$ cat src/rtl/fcm_consts.svh
// register offsets, field positions, reset values and counts of the cipher mode block
`ifndef FCM_CONSTS_SVH
`define FCM_CONSTS_SVH

`define FCM_CTRL_OFS       8'h00
`define FCM_STATUS_OFS     8'h04
`define FCM_KEY_LO_OFS     8'h08
`define FCM_KEY_HI_OFS     8'h0C
`define FCM_FRAME_OFS      8'h10

`define FCM_CTRL_SWREQ_BIT 0
`define FCM_CTRL_CONN_BIT  1

`define FCM_ST_MODE_BIT    0
`define FCM_ST_BUSY_BIT    1
`define FCM_ST_CFM_BIT     2
`define FCM_ST_DROP_BIT    3
`define FCM_ST_TRIES_LSB   4
`define FCM_ST_TRIES_MSB   6

`define FCM_FRAME_FN_LSB   0
`define FCM_FRAME_FN_MSB   3
`define FCM_FRAME_MF_LSB   4
`define FCM_FRAME_MF_MSB   27

`define FCM_KEY_RST        32'h00000000
`define FCM_FN_RST         4'h0
`define FCM_MF_RST         24'h000000
`define FCM_FN_LAST        4'hF
`define FCM_IV_PAD         7'h00

`define FCM_REQ_TRIES      3'h5
`define FCM_SEG_BITS       10'h168
`define FCM_PAIR_BITS      10'h2D0
`define FCM_TAIL_BITS      10'h028

`endif

$ cat src/rtl/fcm_pkg.sv
// types shared by the cipher mode block
package fcm_pkg;

  typedef enum logic [2:0]
  {
    FCM_TAIL_NONE,
    FCM_BEGIN_REQ,
    FCM_BEGIN_CONFIRM,
    FCM_BEGIN_GRANT,
    FCM_END_REQ,
    FCM_END_CONFIRM,
    FCM_END_GRANT
  } fcm_tail_cmd_t;

  typedef enum logic [1:0]
  {
    FCM_ST_IDLE,
    FCM_ST_REQ,
    FCM_ST_GRANT
  } fcm_state_t;

  typedef struct packed
  {
    logic          valid;
    fcm_tail_cmd_t cmd;
  } fcm_tail_t;

  typedef struct packed
  {
    logic valid;
    logic ks_bit;
    logic in_tail;
  } fcm_ks_t;

endpackage

$ cat src/rtl/fcm_frame_counter.sv
// local frame and multiframe counters with the next initialization vector
`include "fcm_consts.svh"
module fcm_frame_counter
(
  input  wire logic        pclk,
  input  wire logic        presetn,
  input  wire logic        clk_en,
  input  wire logic        frame_start,
  input  wire logic        load,
  input  wire logic [3:0]  load_fn,
  input  wire logic [23:0] load_mf,
  output logic      [3:0]  fn,
  output logic      [23:0] mf,
  output logic      [3:0]  fn_next,
  output logic      [34:0] iv_next
);
  import fcm_pkg::*;

  logic [3:0]  fn_r;
  logic [23:0] mf_r;
  logic [23:0] mf_next;
  logic        wrap;

  assign wrap    = (fn_r == `FCM_FN_LAST);
  assign fn_next = fn_r + 4'h1;
  assign mf_next = wrap ? mf_r + 24'h000001 : mf_r;
  // frame in the low nibble, multiframe above, zero pad on top
  assign iv_next = {`FCM_IV_PAD, mf_next, fn_next};
  assign fn      = fn_r;
  assign mf      = mf_r;

  // software load lets both ends share one numbering
  always_ff @(posedge pclk or negedge presetn)
  begin
    if (!presetn)
    begin
      fn_r <= `FCM_FN_RST;
      mf_r <= `FCM_MF_RST;
    end
    else if (clk_en && load)
    begin
      fn_r <= load_fn;
      mf_r <= load_mf;
    end
    else if (clk_en && frame_start)
    begin
      fn_r <= fn_next;
      mf_r <= mf_next;
    end
  end
endmodule

$ cat src/rtl/fcm_ks_split.sv
// splits each 720 bit key stream run into downlink and uplink segments
`include "fcm_consts.svh"
module fcm_ks_split
(
  input  wire logic            pclk,
  input  wire logic            presetn,
  input  wire logic            clk_en,
  input  wire logic            restart,
  input  wire logic            ks_valid,
  input  wire logic            ks_bit,
  output fcm_pkg::fcm_ks_t     dl_ks,
  output fcm_pkg::fcm_ks_t     ul_ks
);
  import fcm_pkg::*;

  logic [9:0] idx_r;
  logic [9:0] seg_idx;
  logic       in_run;
  logic       first_half;
  fcm_ks_t    dl_r;
  fcm_ks_t    ul_r;
  fcm_ks_t    cur;

  assign in_run     = (idx_r < `FCM_PAIR_BITS);
  assign first_half = (idx_r < `FCM_SEG_BITS);
  assign seg_idx    = first_half ? idx_r : idx_r - `FCM_SEG_BITS;
  // first 40 bits of each segment belong to the control tail
  assign cur        = '{valid: ks_valid & in_run, ks_bit: ks_bit,
                        in_tail: (seg_idx < `FCM_TAIL_BITS)};
  assign dl_ks      = dl_r;
  assign ul_ks      = ul_r;

  // first half feeds downlink, second half uplink
  always_ff @(posedge pclk or negedge presetn)
  begin
    if (!presetn)
    begin
      idx_r <= `FCM_PAIR_BITS;
      dl_r  <= '0;
      ul_r  <= '0;
    end
    else if (clk_en)
    begin
      dl_r <= first_half ? cur : '0;
      ul_r <= first_half ? '0 : cur;
      if (restart)
        idx_r <= 10'h000;
      else if (ks_valid && in_run)
        idx_r <= idx_r + 10'h001;
    end
  end
endmodule

$ cat src/rtl/fcm_pt_cipher_ctrl.sv
// portable terminal cipher mode control with apb registers
//
// How it works
// - connection starts clear; mode flips only at handshake frames, then holds
// - same 64 bit key loaded into generator, bit 0 least significant
// - vector: frame in bits 0-3, multiframe 4-27, zeros 28-34
// - generator reloaded every encrypted frame with that frame's number
// - 720 bits per frame: first 360 downlink, last 360 uplink
// - here: decrypt receive with downlink, encrypt transmit with uplink
// - mode messages exchanged only over a duplex bearer; only the first request checks it
// - we send mode messages in even frames; peer in odd frames
// - mode control tail messages are never masked
// - every mode switch is started by this end only
// - one mode drives all bearers; new bearers take current mode
// - begin request each even frame, five tries, confirm or drop
// - decrypt from begin confirm field; discard data while waiting
// - begin grant next even frame; encrypt transmit from that frame
// - end request each even frame, five tries, confirm or drop
// - end confirm field treated clear; discard data while waiting
// - end grant next even frame; transmit clear from that frame
// - 360 bit segments: 40 tail bits then payload bits
// - masking sits before crc so checks cover the masked bits
//
// Our own choices: the placing of the registers and register access over APB.
`include "fcm_consts.svh"
module fcm_pt_cipher_ctrl
(
  input  wire logic          pclk,
  input  wire logic          presetn,
  input  wire logic          clk_en,
  input  wire logic          psel,
  input  wire logic          penable,
  input  wire logic          pwrite,
  input  wire logic [7:0]    paddr,
  input  wire logic [31:0]   pwdata,
  output logic      [31:0]   prdata,
  output logic               pready,
  output logic               pslverr,
  input  wire logic          frame_start,
  input  wire logic          duplex_bearer,
  input  fcm_pkg::fcm_tail_t rx_tail,
  input  wire logic          rx_tail_is_control,
  input  wire logic          tx_tail_is_control,
  input  wire logic          ks_valid,
  input  wire logic          ks_bit,
  output logic               ksg_load,
  output logic      [63:0]   ksg_key,
  output logic      [34:0]   ksg_iv,
  output fcm_pkg::fcm_tail_cmd_t tx_tail_cmd,
  output logic               tx_encrypt,
  output logic               rx_decrypt,
  output logic               rx_discard,
  output logic               tx_tail_mask_en,
  output logic               rx_tail_mask_en,
  output fcm_pkg::fcm_ks_t   dl_ks,
  output fcm_pkg::fcm_ks_t   ul_ks,
  output logic               conn_mode,
  output logic               cipher_switch_confirm_prim,
  output logic               link_drop_indication
);
  import fcm_pkg::*;

  // apb: setup cycle captures read data so every answer comes from a flop
  logic          setup;
  logic          wr_acc;
  logic          sel_ctrl;
  logic          sel_status;
  logic          sel_key_lo;
  logic          sel_key_hi;
  logic          sel_frame;
  logic          mapped;
  logic [31:0]   rd_mux;
  logic [31:0]   status_word;
  logic [31:0]   frame_word;
  logic [31:0]   prdata_r;
  logic          pready_r;
  logic          pslverr_r;

  logic [31:0]   key_lo_r;
  logic [31:0]   key_hi_r;
  logic          conn_r;
  logic          conn_nxt;
  logic          pend_r;
  logic          pend_nxt;
  logic          cfm_st_r;
  logic          drop_st_r;

  fcm_state_t    state_r;
  fcm_state_t    state_nxt;
  logic          mode_r;
  logic          mode_nxt;
  logic          tgt_r;
  logic          tgt_nxt;
  logic [2:0]    tries_r;
  logic [2:0]    tries_nxt;
  fcm_tail_cmd_t tx_cmd_r;
  fcm_tail_cmd_t tx_cmd_nxt;
  logic          tx_enc_r;
  logic          tx_enc_nxt;
  logic          rx_dec_r;
  logic          rx_dec_nxt;
  logic          discard_r;
  logic          discard_nxt;
  logic          cfm_pulse_nxt;
  logic          drop_pulse_nxt;
  logic          cfm_pulse_r;
  logic          drop_pulse_r;
  logic          ksg_load_r;
  logic [34:0]   ksg_iv_r;
  logic          tx_mask_r;
  logic          rx_mask_r;

  logic [3:0]    fn;
  logic [23:0]   mf;
  logic [34:0]   iv_next;
  logic          fs;
  logic          new_even;
  logic          got_cfm;
  logic          swreq_wr;
  logic          cfm_clr;
  logic          drop_clr;

  assign setup      = psel & ~penable;
  assign wr_acc     = psel & penable & pready_r & pwrite;
  assign sel_ctrl   = (paddr == `FCM_CTRL_OFS);
  assign sel_status = (paddr == `FCM_STATUS_OFS);
  assign sel_key_lo = (paddr == `FCM_KEY_LO_OFS);
  assign sel_key_hi = (paddr == `FCM_KEY_HI_OFS);
  assign sel_frame  = (paddr == `FCM_FRAME_OFS);
  assign mapped     = sel_ctrl | sel_status | sel_key_lo | sel_key_hi
                      | sel_frame;

  assign status_word = {25'h0000000, tries_r, drop_st_r, cfm_st_r,
                        (state_r != FCM_ST_IDLE), mode_r};
  assign frame_word  = {4'h0, mf, fn};
  assign rd_mux = sel_ctrl   ? {30'h00000000, conn_r, pend_r} :
                  sel_status ? status_word :
                  sel_key_lo ? key_lo_r :
                  sel_key_hi ? key_hi_r :
                  sel_frame  ? frame_word : 32'h00000000;

  assign swreq_wr = wr_acc & sel_ctrl & pwdata[`FCM_CTRL_SWREQ_BIT];
  assign cfm_clr  = wr_acc & sel_status & pwdata[`FCM_ST_CFM_BIT];
  assign drop_clr = wr_acc & sel_status & pwdata[`FCM_ST_DROP_BIT];

  // new frame is even when the frame now ending is odd
  assign fs       = frame_start;
  assign new_even = fn[0];
  // confirm must name the direction we asked
  assign got_cfm  = rx_tail.valid && (state_r == FCM_ST_REQ) &&
                    (rx_tail.cmd == (tgt_r ? FCM_BEGIN_CONFIRM
                                           : FCM_END_CONFIRM));

  fcm_frame_counter u_frame
  (
    .pclk        (pclk),
    .presetn     (presetn),
    .clk_en      (clk_en),
    .frame_start (fs),
    .load        (wr_acc & sel_frame),
    .load_fn     (pwdata[`FCM_FRAME_FN_MSB:`FCM_FRAME_FN_LSB]),
    .load_mf     (pwdata[`FCM_FRAME_MF_MSB:`FCM_FRAME_MF_LSB]),
    .fn          (fn),
    .mf          (mf),
    .fn_next     (),
    .iv_next     (iv_next)
  );

  fcm_ks_split u_split
  (
    .pclk     (pclk),
    .presetn  (presetn),
    .clk_en   (clk_en),
    .restart  (ksg_load_r),
    .ks_valid (ks_valid),
    .ks_bit   (ks_bit),
    .dl_ks    (dl_ks),
    .ul_ks    (ul_ks)
  );

  always_comb
  begin
    state_nxt      = state_r;
    mode_nxt       = mode_r;
    tgt_nxt        = tgt_r;
    tries_nxt      = tries_r;
    tx_cmd_nxt     = fs ? FCM_TAIL_NONE : tx_cmd_r;
    tx_enc_nxt     = tx_enc_r;
    rx_dec_nxt     = rx_dec_r;
    discard_nxt    = discard_r;
    pend_nxt       = pend_r | (swreq_wr & conn_r);
    conn_nxt       = (wr_acc & sel_ctrl) ? pwdata[`FCM_CTRL_CONN_BIT] : conn_r;
    cfm_pulse_nxt  = 1'b0;
    drop_pulse_nxt = 1'b0;
    case (state_r)
      FCM_ST_IDLE:
      begin
        // only this end opens a switch, and only on a duplex bearer
        if (fs && new_even && pend_r && conn_r && duplex_bearer)
        begin
          tgt_nxt     = ~mode_r;
          tx_cmd_nxt  = mode_r ? FCM_END_REQ : FCM_BEGIN_REQ;
          tries_nxt   = 3'h1;
          discard_nxt = 1'b1;
          pend_nxt    = 1'b0;
          state_nxt   = FCM_ST_REQ;
        end
      end
      FCM_ST_REQ:
      begin
        if (got_cfm)
        begin
          // confirm field itself is already read in the new mode
          rx_dec_nxt    = tgt_r;
          discard_nxt   = 1'b0;
          cfm_pulse_nxt = 1'b1;
          state_nxt     = FCM_ST_GRANT;
        end
        else if (fs && !new_even)
          rx_dec_nxt = tgt_r;
        else if (fs && tries_r == `FCM_REQ_TRIES)
        begin
          // five tries unanswered: release and report the drop
          state_nxt      = FCM_ST_IDLE;
          conn_nxt       = 1'b0;
          drop_pulse_nxt = 1'b1;
        end
        else if (fs)
        begin
          tx_cmd_nxt = tgt_r ? FCM_BEGIN_REQ : FCM_END_REQ;
          tries_nxt  = tries_r + 3'h1;
        end
      end
      FCM_ST_GRANT:
      begin
        if (fs && new_even)
        begin
          tx_cmd_nxt = tgt_r ? FCM_BEGIN_GRANT : FCM_END_GRANT;
          tx_enc_nxt = tgt_r;
          mode_nxt   = tgt_r;
          state_nxt  = FCM_ST_IDLE;
        end
      end
      default:
        state_nxt = FCM_ST_IDLE;
    endcase
    // a released connection restarts clear
    if (!conn_nxt)
    begin
      state_nxt   = FCM_ST_IDLE;
      mode_nxt    = 1'b0;
      tx_enc_nxt  = 1'b0;
      rx_dec_nxt  = 1'b0;
      discard_nxt = 1'b0;
      pend_nxt    = 1'b0;
    end
  end

  always_ff @(posedge pclk or negedge presetn)
  begin
    if (!presetn)
    begin
      prdata_r  <= 32'h00000000;
      pready_r  <= 1'b0;
      pslverr_r <= 1'b0;
      key_lo_r  <= `FCM_KEY_RST;
      key_hi_r  <= `FCM_KEY_RST;
      cfm_st_r  <= 1'b0;
      drop_st_r <= 1'b0;
    end
    else if (clk_en)
    begin
      pready_r  <= setup;
      prdata_r  <= setup ? rd_mux : 32'h00000000;
      pslverr_r <= setup & ~mapped;
      if (wr_acc && sel_key_lo)
        key_lo_r <= pwdata;
      if (wr_acc && sel_key_hi)
        key_hi_r <= pwdata;
      // hardware set wins over a same-cycle software clear
      cfm_st_r  <= cfm_pulse_nxt | (cfm_st_r & ~cfm_clr);
      drop_st_r <= drop_pulse_nxt | (drop_st_r & ~drop_clr);
    end
  end

  always_ff @(posedge pclk or negedge presetn)
  begin
    if (!presetn)
    begin
      state_r      <= FCM_ST_IDLE;
      mode_r       <= 1'b0;
      tgt_r        <= 1'b0;
      tries_r      <= 3'h0;
      tx_cmd_r     <= FCM_TAIL_NONE;
      tx_enc_r     <= 1'b0;
      rx_dec_r     <= 1'b0;
      discard_r    <= 1'b0;
      pend_r       <= 1'b0;
      conn_r       <= 1'b0;
      cfm_pulse_r  <= 1'b0;
      drop_pulse_r <= 1'b0;
    end
    else if (clk_en)
    begin
      state_r      <= state_nxt;
      mode_r       <= mode_nxt;
      tgt_r        <= tgt_nxt;
      tries_r      <= tries_nxt;
      tx_cmd_r     <= tx_cmd_nxt;
      tx_enc_r     <= tx_enc_nxt;
      rx_dec_r     <= rx_dec_nxt;
      discard_r    <= discard_nxt;
      pend_r       <= pend_nxt;
      conn_r       <= conn_nxt;
      cfm_pulse_r  <= cfm_pulse_nxt;
      drop_pulse_r <= drop_pulse_nxt;
    end
  end

  // generator reload and masks; masks lag the inputs one cycle
  always_ff @(posedge pclk or negedge presetn)
  begin
    if (!presetn)
    begin
      ksg_load_r <= 1'b0;
      ksg_iv_r   <= 35'h000000000;
      tx_mask_r  <= 1'b0;
      rx_mask_r  <= 1'b0;
    end
    else if (clk_en)
    begin
      // reload per frame with its own number while any direction ciphers or a mode switch is under way
      ksg_load_r <= fs & (tx_enc_nxt | rx_dec_nxt | (state_nxt != FCM_ST_IDLE));
      if (fs)
        ksg_iv_r <= iv_next;
      // mode messages ride clear; masks sit ahead of crc
      tx_mask_r  <= tx_enc_r & tx_tail_is_control & (tx_cmd_r == FCM_TAIL_NONE);
      rx_mask_r  <= rx_dec_r & rx_tail_is_control & ~rx_tail.valid;
    end
  end

  assign prdata          = prdata_r;
  assign pready          = pready_r;
  assign pslverr         = pslverr_r;
  assign ksg_load        = ksg_load_r;
  assign ksg_key         = {key_hi_r, key_lo_r};
  assign ksg_iv          = ksg_iv_r;
  assign tx_tail_cmd     = tx_cmd_r;
  assign tx_encrypt      = tx_enc_r;
  assign rx_decrypt      = rx_dec_r;
  assign rx_discard      = discard_r;
  assign tx_tail_mask_en = tx_mask_r;
  assign rx_tail_mask_en = rx_mask_r;
  assign conn_mode       = mode_r;
  assign cipher_switch_confirm_prim = cfm_pulse_r;
  assign link_drop_indication       = drop_pulse_r;
endmodule

$ cat config.mk
export PLATFORM = sky130hd
export DESIGN_NAME = fcm_pt_cipher_ctrl
export DESIGN_NICKNAME = d
export VERILOG_FILES = /design/src/rtl/fcm_pkg.sv /design/src/rtl/fcm_frame_counter.sv /design/src/rtl/fcm_ks_split.sv /design/src/rtl/fcm_pt_cipher_ctrl.sv
export VERILOG_INCLUDE_DIRS = /design/src /design/src/rtl
export SDC_FILE = /design/constraint.sdc
export NUM_CORES = 1
export LEC_CHECK = 0
export ABC_AREA = 1
export BUFFER_PORTS_ARGS = -buffer_cell sky130_fd_sc_hd__buf_2
export CAP_MARGIN = 20
export CORE_ASPECT_RATIO = 1.1
export CORE_UTILIZATION = 45
export CTS_BUF_LIST = sky130_fd_sc_hd__clkbuf_8 sky130_fd_sc_hd__clkbuf_16
export CTS_CLUSTER_SIZE = 30
export DETAILED_ROUTE_END_ITERATION = 8
export PLACE_DENSITY = 0.68
export SLEW_MARGIN = 0
export SYNTH_ARGS = -nofsm -noshare
export SYNTH_HDL_FRONTEND = slang
export SYNTH_SLANG_ARGS = --single-unit
$ cat constraint.sdc
create_clock -name pclk -period 3.4 [get_ports pclk]
set_input_delay 0 -clock pclk [delete_from_list [all_inputs] [get_ports pclk]]
set_output_delay 0 -clock pclk [all_outputs]
set_load 0.02 [all_outputs]
Yosys cells after proc, flatten, opt, wreduce, memory -nomap -nowiden
Cells that the tools add are included.
{"block": "word_totals", "ff_bits": 192, "latch_bits": 0, "ramBits": 0, "rom_bits": 0, "inputBits": 56, "out_inout_bits": 151, "elab_cells": 193, "n_memories": 0}
{"block": "classes", "n_addsub": 5, "mul": 0, "div": 0, "n_lt_le_gt_ge": 3, "n_eq_ne": 19, "shifts": 0, "n_mux": 69, "n_bitwise": 35, "n_reduce_logical": 30}
{"cell": "two-way mux 32 bit", "n": 5}
{"cell": "two-way mux 24 bit", "n": 3}
{"cell": "two-way mux 3 bit", "n": 18}
{"cell": "two-way mux 10 bit", "n": 3}
{"cell": "two-way mux 28 bit", "n": 1}
{"cell": "two-way mux 1 bit", "n": 27}
{"cell": "adder 24 x 1 -> 24 bit (second input constant)", "n": 1}
{"cell": "AND 1 bit", "n": 20}
{"cell": "equality test 8 x 4 -> 1 bit (second input constant)", "n": 2}
{"cell": "logical AND 1 bit", "n": 13}
{"cell": "two-way mux 2 bit", "n": 6}
{"cell": "adder 10 x 1 -> 10 bit (second input constant)", "n": 1}
{"cell": "< comparator 10 bit (second input constant)", "n": 1}
{"cell": "< comparator 10 x 6 -> 1 bit (second input constant)", "n": 1}
{"cell": "< comparator 10 x 9 -> 1 bit (second input constant)", "n": 1}
{"cell": "inequality test 2 bit (second input constant)", "n": 5}
{"cell": "nonzero test 2 bit", "n": 5}
{"cell": "subtractor 10 x 9 -> 10 bit (second input constant)", "n": 1}
{"cell": "bitwise OR 1 bit", "n": 9}
{"cell": "case mux 3 bit (3 select lines)", "n": 1}
{"cell": "equality test 8 x 3 -> 1 bit (second input constant)", "n": 1}
{"cell": "equality test 8 x 5 -> 1 bit (second input constant)", "n": 1}
{"cell": "logical NOT 8 bit", "n": 1}
{"cell": "two-way mux 4 bit", "n": 2}
{"cell": "other kinds (21)", "n": 32}

Longest topological paths before layout
{"block": "logic_depth", "ltp_word": 13, "ltp_mapped": 12, "depth_no_buf": 12}

By module
Synthesis repeated with hierarchy kept, for this count alone.
{"block": "hier_totals", "hier_cells": 1317, "hier_area_um2": 10383.7}
{"module": "fcm_pt_cipher_ctrl", "instances": 1, "cells_each": 822, "area_each_um2": 7161.9, "seq_area_each_um2": 3878.7}
{"module": "fcm_frame_counter", "instances": 1, "cells_each": 342, "area_each_um2": 2187.1, "seq_area_each_um2": 700.7}
{"module": "fcm_ks_split", "instances": 1, "cells_each": 153, "area_each_um2": 1034.7, "seq_area_each_um2": 405.4}

Worst setup path before layout
OpenSTA, ideal clock, no wires.
{"block": "synth_path", "path_type": "reg-to-reg", "start": "register u_frame.fn_r[0] (netlist: u_frame.fn[0])", "end": "register u_frame.mf_r[14] (netlist: u_frame.mf[14])", "setup_time_ps": 124, "arrival_time_ps": 1512, "required_time_ps": 3276, "slack_ps": 1765, "path_stages_with_launch": 11, "path_buffers": 0, "synth_period_minus_slack_ps": 1635, "cell_sequence": "dfrtp_1 > ha_1 > nand3_4 > nor2_4 > nand2_2 > nor2_2 > nand2_1 > xor2_1 > nor2_1 > nand2_1 > nand3_1"}
{"block": "synth_via", "elab_chain_cells": 4}
{"element": "from (decl)", "line": "fcm_frame_counter.sv:19", "rtl": "logic [3:0] fn_r;"}
{"element": "from (signal assigned)", "line": "fcm_frame_counter.sv:37", "rtl": "fn_r <= `FCM_FN_RST;"}
{"element": "from (signal assigned)", "line": "fcm_frame_counter.sv:42", "rtl": "fn_r <= load_fn;"}
{"element": "from (signal assigned)", "line": "fcm_frame_counter.sv:47", "rtl": "fn_r <= fn_next;"}
{"element": "equality test 4 bit (no source line)"}
{"element": "two-way mux 24 bit", "line": "fcm_frame_counter.sv:26", "rtl": "assign mf_next = wrap ? mf_r + 24'h000001 : mf_r;"}
{"element": "two-way mux 24 bit", "line": "fcm_frame_counter.sv:45", "rtl": "else if (clk_en && frame_start)"}
{"element": "two-way mux 24 bit", "line": "fcm_frame_counter.sv:40", "rtl": "else if (clk_en && load)"}
{"element": "to (signal assigned)", "line": "fcm_frame_counter.sv:38", "rtl": "mf_r <= `FCM_MF_RST;"}
{"element": "to (signal assigned)", "line": "fcm_frame_counter.sv:43", "rtl": "mf_r <= load_mf;"}
{"element": "to (signal assigned)", "line": "fcm_frame_counter.sv:48", "rtl": "mf_r <= mf_next;"}
{"element": "to (decl)", "line": "fcm_frame_counter.sv:20", "rtl": "logic [23:0] mf_r;"}
Every way passes these cells. The select of a mux whose other input is x is not followed.
A chain may end at the register's enable or synchronous reset.

Worst setup path after layout
{"block": "layout_path", "start": "input port paddr[2]", "end": "register prdata_r[16] (netlist: prdata[16])"}
{"block": "layout_via", "elab_chain_cells": 7, "elab_cells_between_ends": 11, "classes_between": "4 x eq/ne; 6 x mux; 1 x reduce/logical"}
{"element": "from (decl)", "line": "fcm_pt_cipher_ctrl.sv:34", "rtl": "input wire logic [7:0] paddr,"}
{"element": "equality test 8 x 5 -> 1 bit (no source line)"}
{"element": "two-way mux 28 bit", "line": "fcm_pt_cipher_ctrl.sv:140", "rtl": "sel_frame ? frame_word : 32'h00000000;"}
{"element": "two-way mux 32 bit", "line": "fcm_pt_cipher_ctrl.sv:139", "rtl": "sel_key_hi ? key_hi_r :"}
{"element": "two-way mux 32 bit", "line": "fcm_pt_cipher_ctrl.sv:138", "rtl": "sel_key_lo ? key_lo_r :"}
{"element": "two-way mux 32 bit", "line": "fcm_pt_cipher_ctrl.sv:137", "rtl": "sel_status ? status_word :"}
{"element": "two-way mux 32 bit *", "line": "fcm_pt_cipher_ctrl.sv:136", "rtl": "assign rd_mux = sel_ctrl ? {30'h00000000, conn_r, pend_r} :"}
{"element": "two-way mux 32 bit *", "line": "fcm_pt_cipher_ctrl.sv:274", "rtl": "prdata_r <= setup ? rd_mux : 32'h00000000;"}
{"element": "to (signal assigned)", "line": "fcm_pt_cipher_ctrl.sv:274"}
{"element": "to (decl)", "line": "fcm_pt_cipher_ctrl.sv:75", "rtl": "logic [31:0] prdata_r;"}
Mark *: on every way between the ends. The rest lies on a longest branch, timed or not.

==> insert_results.sql <==
INSERT INTO impl_metrics (metric_group, metric, value, unit) VALUES
('worst_hold_path', 'worstHoldPathType', 'input port to register', ''),
('route', 'wirelength_per_cell', '16.4', 'um'),
('cells_and_area', 'antenna_cells_inserted', '0', ''),
('yosys', 'synth.largest_area_cell', 'sky130_fd_sc_hd__dfrtp_1', ''),
('cts', 'cts_num_sinks', '192', ''),
('sta', 'tightestPinTransition', '0.957', 'ns'),
('run', 'maxCapViolations', '0', ''),
('cells_and_area', 'final_layout_size_suffix_gt1_frac', '0.188', ''),
('cts', 'cts.reportedPaths.clkPinSlew', '0.07', 'ns'),
('worst_hold_path', 'hold_path.startpoint', 'rx_tail[3]', ''),
('yosys', 'ys_seq_elements', '192', ''),
('yosys', 'yosysUniqueCellTypes', '42', ''),
('die', 'die_height', '155', 'um'),
('placed_design', 'place.gp.congestion', '0.916', ''),
('power_and_ir_drop', 'power.static_leakage', '6.37', 'nW'),
('yosys', 'synth-simple-area-share', '0.271', ''),
('route', 'first_pass_iters', '5', ''),
('sta', 'finalHoldWorstSlack', '0.0666', 'ns'),
('critical_path', 'critical_register_to_register_path_startpoint', 'u_frame.mf[1]', ''),
('sta', 'final-setup-viol-count', '0', ''),
('yosys', 'synth.avg_cell_area', '7.79', 'um^2'),
('route', 'route.antenna.remaining_nets', '0', ''),
('critical_path', 'reg2reg_depth', '9', ''),
('yosys', 'synth.most_common_cell', 'sky130_fd_sc_hd__nand2_1', ''),
('yosys', 'yosys.area_share.adder', '0.00911', ''),
('sta', 'post-route-min-period', '2.25', 'ns'),
('critical_path', 'reg2reg_to', 'u_frame.mf[16]', ''),
('sta', 'fin_max_slew_vios', '0', ''),
('sta', 'worst_slack', '1.15', 'ns'),
('yosys', 'synthesized_area', '9620', 'um^2'),
('yosys', 'combinational_family_with_the_most_area_after_synthesis', 'simple AND/OR/NAND/NOR gates', ''),
('route', 'route.vias.total', '9002', ''),
('yosys', 'synth_async_sr_flop_share', '1.00', ''),
('critical_path', 'crit_fanout', '22', ''),
('die', 'die_width', '141', 'um'),
('yosys', 'share_of_the_synthesized_netlist_area_taken_by_xor_and_xnor_gates', '0.0100', ''),
('route', 'remaining_drc_errors', '0', ''),
('power_and_ir_drop', 'part_of_the_total_power_dissipated_in_the_clock_network', '0.376', ''),
('die', 'core.rowCount', '55', ''),
('cts', 'cts-buffers-inserted', '17', ''),
('placed_design', 'port_buffers', '199', ''),
('yosys', 'synth.yosys.warnings', '0', ''),
('global_routing', 'wire_length_of_the_first_global_routing_pass', '46.0', 'mm'),
('power_and_ir_drop', 'vdd.ir_drop.worst', '0.332', 'mV'),
('die', 'fp.coreArea', '20800', 'um^2'),
('placed_design', 'dp_cells', '1678', ''),
('yosys', 'compound_gate_fraction_of_synth_area', '0.134', ''),
('yosys', 'yosys-top-cells-area', 'sky130_fd_sc_hd__dfrtp_1 (49%), sky130_fd_sc_hd__nand2_1 (15%), sky130_fd_sc_hd__o21ai_0 (6.4%)', ''),
('global_routing', 'vias_in_the_first_global_route', '8493', ''),
('power_and_ir_drop', 'power_density', '464', 'nW/um^2'),
('sta', 'clock.fmax', '445', 'MHz'),
('cells_and_area', 'nets', '1518', ''),
('placed_design', 'pre_cts_setup_slack', '1.12', 'ns'),
('critical_path', 'worst_ep_arrival_time', '2.57', 'ns'),
('yosys', 'syn_inst', '1234', ''),
('yosys', 'synth_sequential_area_ratio', '0.500', ''),
('cts', 'post-cts-setup-buffers', '0', ''),
('yosys', 'number_of_enable_type_register_cells_in_the_synthesized_netlist', '0', ''),
('global_routing', 'number_of_antenna_violations_at_the_first_check_in_global_routing', '0', ''),
('die', 'initial_utilization', '0.463', ''),
('route', 'detail_route.vias_per_cell', '5.14', ''),
('cts', 'h_tree_levels', '4', ''),
('critical_path', 'crit_required', '3.72', 'ns'),
('cts', 'cts_hold_buffers', '43', ''),
('sta', 'maxSlewHeadroom', '0.361', ''),
('run_status', 'status', 'completed', ''),
('critical_path', 'endpoint_kind_of_the_worst_setup_timing_path', 'register', ''),
('sta', 'finalSetupTns', '0', 'ns'),
('yosys', 'synthTopCellsByCount', 'sky130_fd_sc_hd__nand2_1 (396), sky130_fd_sc_hd__dfrtp_1 (188), sky130_fd_sc_hd__o21ai_0 (123), sky130_fd_sc_hd__inv_1 (110), sky130_fd_sc_hd__nand3_1 (88)', ''),
('cells_and_area', 'final_core_util', '0.571', ''),
('critical_path', 'crit_type', 'input port to register', '');
## cells in the final DEF, fill, tap and decap left out, types with 9 or more instances in the layout
cell type / n
sky130_fd_sc_hd__nand2_1: 396
sky130_fd_sc_hd__buf_2: 198
sky130_fd_sc_hd__dfrtp_1: 188
sky130_fd_sc_hd__o21ai_0: 123
sky130_fd_sc_hd__inv_1: 112
sky130_fd_sc_hd__nand3_1: 88
sky130_fd_sc_hd__nor2_1: 72
sky130_fd_sc_hd__o21ai_1: 49
sky130_fd_sc_hd__dlygate4sd3_1: 43
sky130_fd_sc_hd__a21oi_1: 18
sky130_fd_sc_hd__clkbuf_16: 17
sky130_fd_sc_hd__nand4_1: 16
sky130_fd_sc_hd__o211ai_1: 15
sky130_fd_sc_hd__buf_4: 11
sky130_fd_sc_hd__nor3_1: 10
sky130_fd_sc_hd__xor2_1: 10
sky130_fd_sc_hd__o31ai_1: 9
## metrics by stage
step | total power [mW] | cell area, um^2
after detailed placement | 3.44 | 10800
after floorplan | 3.14 | 9640
after global placement | 3.42 | 10800
after CTS | 5.54 | 11900
after global routing | 5.75 | 11900
final | 5.50 | 11900
## how the worst max path moves through the flow
stage	start	endpoint	slack [ns]	cells past startpoint
after floorplan	u_frame.fn[0]	u_frame.mf[14]	1.76	10
after global placement	paddr[1]	u_frame.mf[20]	1.17	10
after detailed placement	paddr[1]	u_frame.mf[12]	1.12	10
after CTS	paddr[2]	prdata[16]	1.23	11
after global routing	paddr[2]	prdata[16]	1.03	11
final	paddr[2]	prdata[16]	1.15	11
## power by group through the flow
| stage | clock [mW] | combinational [mW] | sequential (mW) |
|---|---|---|---|
| floorplan | 0 | 0.448 | 2.69 |
| global placement | 0 | 0.759 | 2.66 |
| detailed placement | 0 | 0.777 | 2.66 |
| CTS | 2.10 | 0.816 | 2.62 |
| global route | 2.18 | 0.928 | 2.65 |
| finish | 2.07 | 0.812 | 2.62 |
## state kept, by name (all words and copies together), names as in the netlist, 2 cells and up
| register | count |
|---|---|
| key_hi_r | 32 |
| key_lo_r | 32 |
| ksg_iv | 28 |
| prdata | 32 |
| state_r | 2 |
| tries_r | 3 |
| tx_tail_cmd | 3 |
| u_frame.fn | 4 |
| u_frame.mf | 24 |
| u_split.dl_ks | 3 |
| u_split.idx_r | 10 |
| u_split.ul_ks | 3 |
## cell families (layout without fill, tap and decap cells)
| family | Yosys count | count (layout) |
|---|---|---|
| adders and majority gates | 7 | 7 |
| other | 1 | 7 |
| DFF | 192 | 192 |
| buffers and inverters | 177 | 405 |
| and+or+nand+nor | 611 | 611 |
| AOI/OAI and AO/OA | 235 | 235 |
| xor gates and xnor gates | 11 | 11 |
## worst max-delay path: stages
cell and delay, ns:
sky130_fd_sc_hd__buf_2 0.14, sky130_fd_sc_hd__nor2_1 0.05, sky130_fd_sc_hd__nand2_1 0.12, sky130_fd_sc_hd__inv_1 0.05
sky130_fd_sc_hd__nand2_1 0.62, sky130_fd_sc_hd__clkinv_1 0.57, sky130_fd_sc_hd__nand2_1 0.17, sky130_fd_sc_hd__nand3_1 0.15
sky130_fd_sc_hd__nand4_1 0.11, sky130_fd_sc_hd__dlygate4sd3_1 0.55, sky130_fd_sc_hd__nand2_1 0.05
## routing by layer
layer / share of wire / routed length, um / vias up / GRT usage
met4: 0.023 / 670 / 0 / 0.0952
met5: 0 / 0 / - / 0
met2: 0.46 / 13100 / 310 / 0.417
li1: - / - / 4435 / -
met1: 0.46 / 13400 / 4209 / 0.391
met3: 0.054 / 1560 / 48 / 0.0360
## area by class of cell
class,instances,area (um^2)
Fill cell,1990,8910
Sequential cell,192,4810
Multi-Input combinational cell,871,4110
Timing Repair Buffer,254,1540
Inverter,119,447
Clock buffer,18,439
Tap cell,285,357
Clock inverter,14,165
No activity file was read; power rests on OpenSTA's default activity.
